[src/rtl/rssm_pkg.sv]
// package for the reset sources and supply monitor block
// assumes a single 40 MHz system clock
package rssm_pkg;
	// clock rate and power-on release delay
	localparam int unsigned CLK_HZ          = 40000000;
	localparam int unsigned POR_DELAY_US    = 100;
	localparam int unsigned POR_DELAY_CYC   =
		(POR_DELAY_US * (CLK_HZ / 1000000) < 1) ? 1 :
		POR_DELAY_US * (CLK_HZ / 1000000);
	// watchdog prescale after reset
	localparam int unsigned WDT_DIV         = 12;
	// reset values
	localparam logic [7:0]  PORT_LATCH_RST  = 8'hff;
	localparam logic [15:0] PC_RST          = 16'h0000;
	localparam logic [7:0]  SP_RST          = 8'h07;
	localparam logic        CLK_SEL_INTOSC  = 1'b0;
	localparam logic        MON_EN_RST      = 1'b1;
	localparam logic        MON_SEL_RST     = 1'b1;
	localparam logic        HIGH_THR_RST    = 1'b0;
	// sequencer states
	typedef enum logic [1:0] {
		RSSM_HOLD,
		RSSM_DELAY,
		RSSM_RUN
	} rssm_state_t;
endpackage

[src/rtl/rssm_core.sv]
// reset sequencer with power-on delay and two supply monitors
// assumes synchronous inputs on sys_clk; supply comparator is external
`timescale 1ns/1ps
`default_nettype none
module rssm_core #(
	parameter int unsigned POR_CYCLES = rssm_pkg::POR_DELAY_CYC
) (
	input  wire logic         sys_clk,
	input  wire logic         rst,            // power-on event
	input  wire logic         supply_ok,      // supply above release level
	input  wire logic         other_reset,    // software/other reset request
	input  wire logic         flash_op,       // flash erase or write attempt
	input  wire logic         ctl_wr,         // supply_monitor_control write
	input  wire logic         ctl_mon_en,     // supply_monitor_enable data
	input  wire logic         ctl_high_thr,   // high_threshold_select data
	input  wire logic         cause_wr,       // reset_cause_register write
	input  wire logic         cause_flag,     // power_on_flag bit data
	output logic              core_reset,     // combined internal reset
	output logic              rst_pin_low_oe, // drive reset pin low
	output logic              power_on_flag,
	output logic              mon_enable,     // standard monitor enabled
	output logic              mon_high_thr,   // high threshold selected
	output logic              mon_selected,   // standard monitor as source
	output logic              lvl_mon_enable, // level monitor enable
	output logic              flash_error,    // flash-error reset pulse
	output logic [7:0]        port_latch,
	output logic              port_open_drain,
	output logic              weak_pullup_en,
	output logic [15:0]       pc_init,
	output logic [7:0]        sp_init,
	output logic              clk_sel,
	output logic              wdt_enable,
	output logic              wdt_tick,
	output logic              intr_timer_off, // interrupts and timers off
	output logic              mem_clear_ok    // data memory undefined
);
	import rssm_pkg::*;

	// how a reset travels through this block:
	// - rst is the power-up event; it loads every register and marks the
	//   reset as a power-up, so the release pays the extra delay
	// - a low supply_ok is a brownout; it holds the sequencer in hold and
	//   drives the reset pin, but recovery after run skips the power-up delay
	// - other_reset and the internal flash-error pulse are plain resets;
	//   they keep the monitor settings and the data memory contents
	// - the core sees one combined reset, core_reset, from a flop, so
	//   every source shows up one edge late; with synchronous inputs
	//   this is the price of glitch-free outputs
	// limitation: the supply comparator and its threshold are outside;
	// both monitors share the one supply_ok input here, so the high
	// threshold bit is only reported and used to gate flash work

	rssm_state_t state_q;                      // hold, delay or run
	logic [$clog2(POR_CYCLES+1)-1:0] cnt_q;    // power-on delay counter
	logic [3:0]                      div_q;    // watchdog prescaler
	logic                            por_q;    // this reset is power-on
	logic                            flash_err_q;

	// a low supply trips the core whether or not the standard monitor is enabled and selected
	logic mon_trip;
	assign mon_trip = !supply_ok && ((mon_enable && mon_selected) || 1'b1);
	// level monitor always trips; standard shares the same threshold here

	// flash is safe only with monitor enabled, high, and selected
	logic flash_bad;
	assign flash_bad = flash_op &&
		!(mon_enable && mon_high_thr && mon_selected);

	// sequencer: hold, optional power-on delay, run
	always_ff @(posedge sys_clk) begin
		if (rst) begin
			state_q <= RSSM_HOLD;
			cnt_q   <= '0;
			por_q   <= 1'b1;
		end else if (mon_trip) begin
			state_q <= RSSM_HOLD;
			// a brownout after run is a supply reset, not a power-up;
			// a dip inside the power-up delay keeps the power-up path
			if (state_q == RSSM_RUN) begin
				por_q <= 1'b0;
			end
		end else if (other_reset || flash_err_q) begin
			// plain reset: no delay on release, memory kept
			state_q <= RSSM_HOLD;
			por_q   <= 1'b0;
		end else begin
			case (state_q)
				RSSM_HOLD: begin
					// only a power-up pays the extra delay
					state_q <= por_q ? RSSM_DELAY : RSSM_RUN;
					cnt_q   <= '0;
				end
				RSSM_DELAY: begin
					if (cnt_q == ($bits(cnt_q))'(POR_CYCLES - 1)) begin
						state_q <= RSSM_RUN;
					end
					cnt_q <= cnt_q + 1'b1;
				end
				RSSM_RUN: begin
					// stay here until a source pulls us back to hold
					state_q <= RSSM_RUN;
				end
				default: begin
					state_q <= RSSM_HOLD;
				end
			endcase
		end
	end

	// flash-error reset request, a one-cycle pulse into the sequencer;
	// the same pulse is shown on flash_error from its own flop so that
	// the output does not depend on the internal copy
	always_ff @(posedge sys_clk) begin
		if (rst) begin
			flash_err_q <= 1'b0;
			flash_error <= 1'b0;
		end else begin
			flash_err_q <= flash_bad && (state_q == RSSM_RUN);
			flash_error <= flash_bad && (state_q == RSSM_RUN);
		end
	end

	// reset outputs; any source sends core_reset high next edge
	always_ff @(posedge sys_clk) begin
		if (rst) begin
			core_reset     <= 1'b1;
			rst_pin_low_oe <= 1'b1;
			intr_timer_off <= 1'b1;
		end else begin
			core_reset     <= (state_q != RSSM_RUN) || mon_trip ||
				other_reset || flash_err_q;
			// pin drive only for power-on and supply resets
			rst_pin_low_oe <= mon_trip ||
				(por_q && state_q != RSSM_RUN);
			intr_timer_off <= (state_q != RSSM_RUN);
		end
	end

	// monitor control; enable survives every reset but power-on
	always_ff @(posedge sys_clk) begin
		if (rst) begin
			mon_enable   <= MON_EN_RST;
			mon_high_thr <= HIGH_THR_RST;
			mon_selected <= MON_SEL_RST;
		end else if (ctl_wr && state_q == RSSM_RUN) begin
			mon_enable   <= ctl_mon_en;
			mon_high_thr <= ctl_high_thr;
		end
		if (!rst && cause_wr && state_q == RSSM_RUN) begin
			// software must set the flag bit to keep the source selected
			mon_selected <= cause_flag;
		end
	end

	// level monitor: forced on after every reset, no write reaches it;
	// there is deliberately no control input for it at all
	always_ff @(posedge sys_clk) begin
		lvl_mon_enable <= 1'b1;
	end

	// power-on flag: set by power-up, cleared by any other reset
	always_ff @(posedge sys_clk) begin
		if (rst) begin
			power_on_flag <= 1'b1;
		end else if (other_reset || flash_err_q ||
			(mon_trip && state_q == RSSM_RUN)) begin
			power_on_flag <= 1'b0;
		end
	end

	// memory: only a power-up may be treated as loss of contents
	always_ff @(posedge sys_clk) begin
		mem_clear_ok <= rst || (por_q && state_q != RSSM_RUN);
	end

	// core init values held during reset; stack pointer always reloads
	always_ff @(posedge sys_clk) begin
		if (rst || core_reset) begin
			port_latch      <= PORT_LATCH_RST;
			port_open_drain <= 1'b1;
			pc_init         <= PC_RST;
			sp_init         <= SP_RST;
			clk_sel         <= CLK_SEL_INTOSC;
		end
		weak_pullup_en <= 1'b1;
	end

	// watchdog on with a divide-by-twelve tick once reset ends
	always_ff @(posedge sys_clk) begin
		if (rst || core_reset) begin
			div_q      <= '0;
			wdt_tick   <= 1'b0;
			wdt_enable <= 1'b1;
		end else begin
			wdt_tick <= (div_q == 4'(WDT_DIV - 1));
			div_q    <= (div_q == 4'(WDT_DIV - 1)) ? '0 : div_q + 1'b1;
		end
	end
endmodule
`default_nettype wire

[config.mk]
export PLATFORM = sky130hd
export DESIGN_NAME = rssm_core
export DESIGN_NICKNAME = d
export VERILOG_FILES = /design/src/rtl/rssm_pkg.sv /design/src/rtl/rssm_core.sv
export SDC_FILE = /design/constraint.sdc
export NUM_CORES = 1
export LEC_CHECK = 0
export BUFFER_PORTS_ARGS = -buffer_cell sky130_fd_sc_hd__buf_4
export CORE_MARGIN = 1
export CORE_UTILIZATION = 46
export CTS_BUF_LIST = sky130_fd_sc_hd__clkbuf_8
export DETAILED_ROUTE_END_ITERATION = 16
export PLACE_DENSITY = 0.76
export SLEW_MARGIN = 10
export SYNTH_ARGS = -nofsm -noshare
export SYNTH_HDL_FRONTEND = slang
export SYNTH_SLANG_ARGS = --single-unit
export TNS_END_PERCENT = 5
[constraint.sdc]
create_clock -name sys_clk -period 1.9 [get_ports sys_clk]
set_input_delay 0.19 -clock sys_clk [delete_from_list [all_inputs] [get_ports sys_clk]]
set_output_delay 0.19 -clock sys_clk [all_outputs]
set_load 0.05 [all_outputs]
==> impl_results.md <==
* Number of flops mapped to enable cells by yosys at 1
* Post-Synthesis Cells at 175
* Root buf cell: clkbuf_8
* Core area at 3100 um^2
* Cell row count at 20
* Critical Path Start: flash_err_q$_SDFF_PP0_
* Post-cts hold buffer count at 0
* Hpwl dp at 1950 um
* Design Area, Final at 1720 um^2
* Outcome: completed
* Final setup viols at 0
* CTS buffer count at 5
* Setup crit end kind: flip-flop
* Via density per instance at 4.56
* Worst r2r src: flash_err_q$_SDFF_PP0_
* Post-CTS Repair Setup Buffers at 0
* Die Y at 59.7 um
* Global-route wire length before repair at 4220 um
* Die ar. at 3560 um^2
* CTS Sinks at 29
* Max rail drop VDD at 0.415 mV
* Antenna violations before repair at 0
* Critical Setup Path Class: flip-flop to flip-flop
* Routed wire length at 2570 um
* Crit path DAT at 2.07 ns
* Final Wtd Congestion at 0.770
* Fin. max-slew vios at 0
* Post-Synth XOR/XNOR Area at 0.0516
* First-pass DRT Iterations at 4
* Nets at 217
* PortBufs at 19
* Largest cells by area after synthesis: dfxtp_1 37%, buf_4 18%, ha_1 4.9%
* Diodes inserted at 0
* Largest area contributor in the synthesized netlist: dfxtp_1
* Final Util at 0.554
* Synth Area in Simple Gates at 0.200
* Clk_skew at 0.00659 ns
* Type of the worst min-delay path: primary input to flip-flop
* TritonCTS clock tree: done
* Post-synth top area share at 0.367
* Seq/Total Area, Yosys at 0.386
* Tcrit/Tclk final at 0.975
* Data required time at the worst endpoint at 2.12 ns
* Initial detailed-routing violation count at 64
* Post-Place Cells at 238
* Post-synthesis adder-cell area fraction at 0.0491
* Largest net degree at the start of global routing at 14
* Hold path depth at 2
* Post-Layout Cell Count at 246
* PwrDens at 806 nW/um^2
* RR Endpoint: cnt_q[10]$_SDFFE_PP0P_
* Fin. Hold Viols at 0
* Layout cell share with drive strength beyond 1 at 0.208
* Crit start category: flip-flop
* Antenna Nets Post-Route at 0
* Critical Path Sink: cnt_q[10]$_SDFFE_PP0P_
* R2r setup slk at 0.05 ns
* Yosys cell types at 35
* Syn. warnings at 0
* Ys flop type: dfxtp_1
* Maximum level of the CTS H-tree at 2
* Mux share of post-synthesis cell area at 0.0131
* Post-synthesis register bit count at 29
* Max Freq at 540 MHz
* Most frequent cells after synthesis: 37 x buf_4, 28 x dfxtp_1, 16 x nor2_1
* Max-cap viol count at 0
* I/O pins at 57
* Placed cell area at 1610 um^2
* Routed wire per std cell at 10.5 um
* Clock latency on the worst-skew pair at 0.28 ns
* Leakage Power at 0.715 nW
* DRC Markers at 0
* Vias in the first global route at 978
* Combinational family with the most area after synthesis: buffers and inverters
* Compound-cell area share of the yosys netlist at 0.0859
* Worst-path clk slew at 0.07 ns
* Syn avg cell area at 8.74 um^2
* Total power at 0.00139 W
* Initial Util at 0.493
* Peak fanout along the critical path at 4
* Final min period at 1.85 ns
* Die width at 59.7 um
* Overflow after GRT at 0
* Unrepaired setup endpoints after global routing: true
* Asr flop ratio synth at 0
* Cell area after synthesis at 1530 um^2
* Worst r2r path cells at 4
* Count leader, synth: buf_4
* Synth-to-Final Area Change at 12.4%
* Via count at 1122
* Total track usage at 0.164
* CTS Buffer Depth at 2
* Setup TNS at 0 ns
-- worst min path at each step --
stage / from / end / slack (ns)
after floorplan: supply_ok / rst_pin_low_oe$_SDFF_PP1_ / 0.25
after global routing: supply_ok / rst_pin_low_oe$_SDFF_PP1_ / 0.1
after global placement: supply_ok / rst_pin_low_oe$_SDFF_PP1_ / 0.38
after CTS: supply_ok / rst_pin_low_oe$_SDFF_PP1_ / 0.08
after detailed placement: supply_ok / rst_pin_low_oe$_SDFF_PP1_ / 0.38
final: supply_ok / rst_pin_low_oe$_SDFF_PP1_ / 0.09
-- worst max-delay path: stages, from the launching register on --
cell	delay [ns]
dfxtp_2	0.33
or3b_4	0.39
or3_4	0.42
or4_4	0.52
a21oi_2	0.14
-- cell type report --
cell class / instances / area [um^2]
fillers: 303 / 1380
multi-input cells: 133 / 776
flip-flops and latches: 29 / 592
repair buffers: 24 / 180
clock buffers: 5 / 68.8
well taps: 44 / 55.1
inverters: 8 / 30.0
clock inverters: 3 / 17.5
-- sequential cells by signal, summed over array words and instances, names as in the netlist --
signal	flops
rst_pin_low_oe	1
mem_clear_ok	1
state_q	2
mon_selected	1
flash_err_q	1
core_reset	1
intr_timer_off	1
mon_enable	1
cnt_q	12
power_on_flag	1
por_q	1
wdt_tick	1
div_q	4
mon_high_thr	1
-- what timing repair did --
item                                    4_1_cts  5_1_grt
gates resized for setup                       0        6
endpoints found under the hold margin         0        0
endpoints found under the setup margin        0        4
-- cell usage in the layout, fill, tap and decap left out, types with 3 or more instances in the layout --
master	count
conb_1	37
or3_1	3
nor3_1	5
nand3b_1	3
a21oi_1	7
nand2_1	10
ha_1	4
nand3_1	6
buf_4	24
inv_1	8
dfxtp_1	27
clkbuf_8	5
xnor2_1	7
nor2_1	16
-- power breakdown --
group,internal [W],leakage (nW),switching [W]
Combinational,0.0000492,0.437,0.000222
Clock,0.000252,0.0439,0.000232
Sequential,0.000622,0.235,0.00000773
Total,0.000923,0.715,0.000462
-- metal layers --
metal,share of wire,track usage
met2,0.51,0.275
met1,0.43,0.181
met4,0.011,0.0598
met3,0.053,0.0736
met5,0,0
-- stage by stage --
step | setup slack, ns | hold WS [ns]
after floorplan | 0.00682 | 0.252
after global placement | 0.0460 | 0.382
after detailed placement | 0.00403 | 0.383
after CTS | 0.00302 | 0.0803
after global routing | -0.00444 | 0.0986
final | 0.0480 | 0.0911
-- cell families (layout without fill, tap and decap cells) --
| group | Yosys count | in the layout |
|---|---|---|
| and+or+nand+nor | 58 | 58 |
| buffers and inverters | 48 | 40 |
| DFF | 29 | 29 |
| AOI/OAI and AO/OA | 21 | 21 |
| xor gates and xnor gates | 9 | 9 |
| adders and majority gates | 6 | 6 |
| other | 2 | 37 |
| muxes | 2 | 2 |
Note: power is estimated with default switching activity, not from simulation.
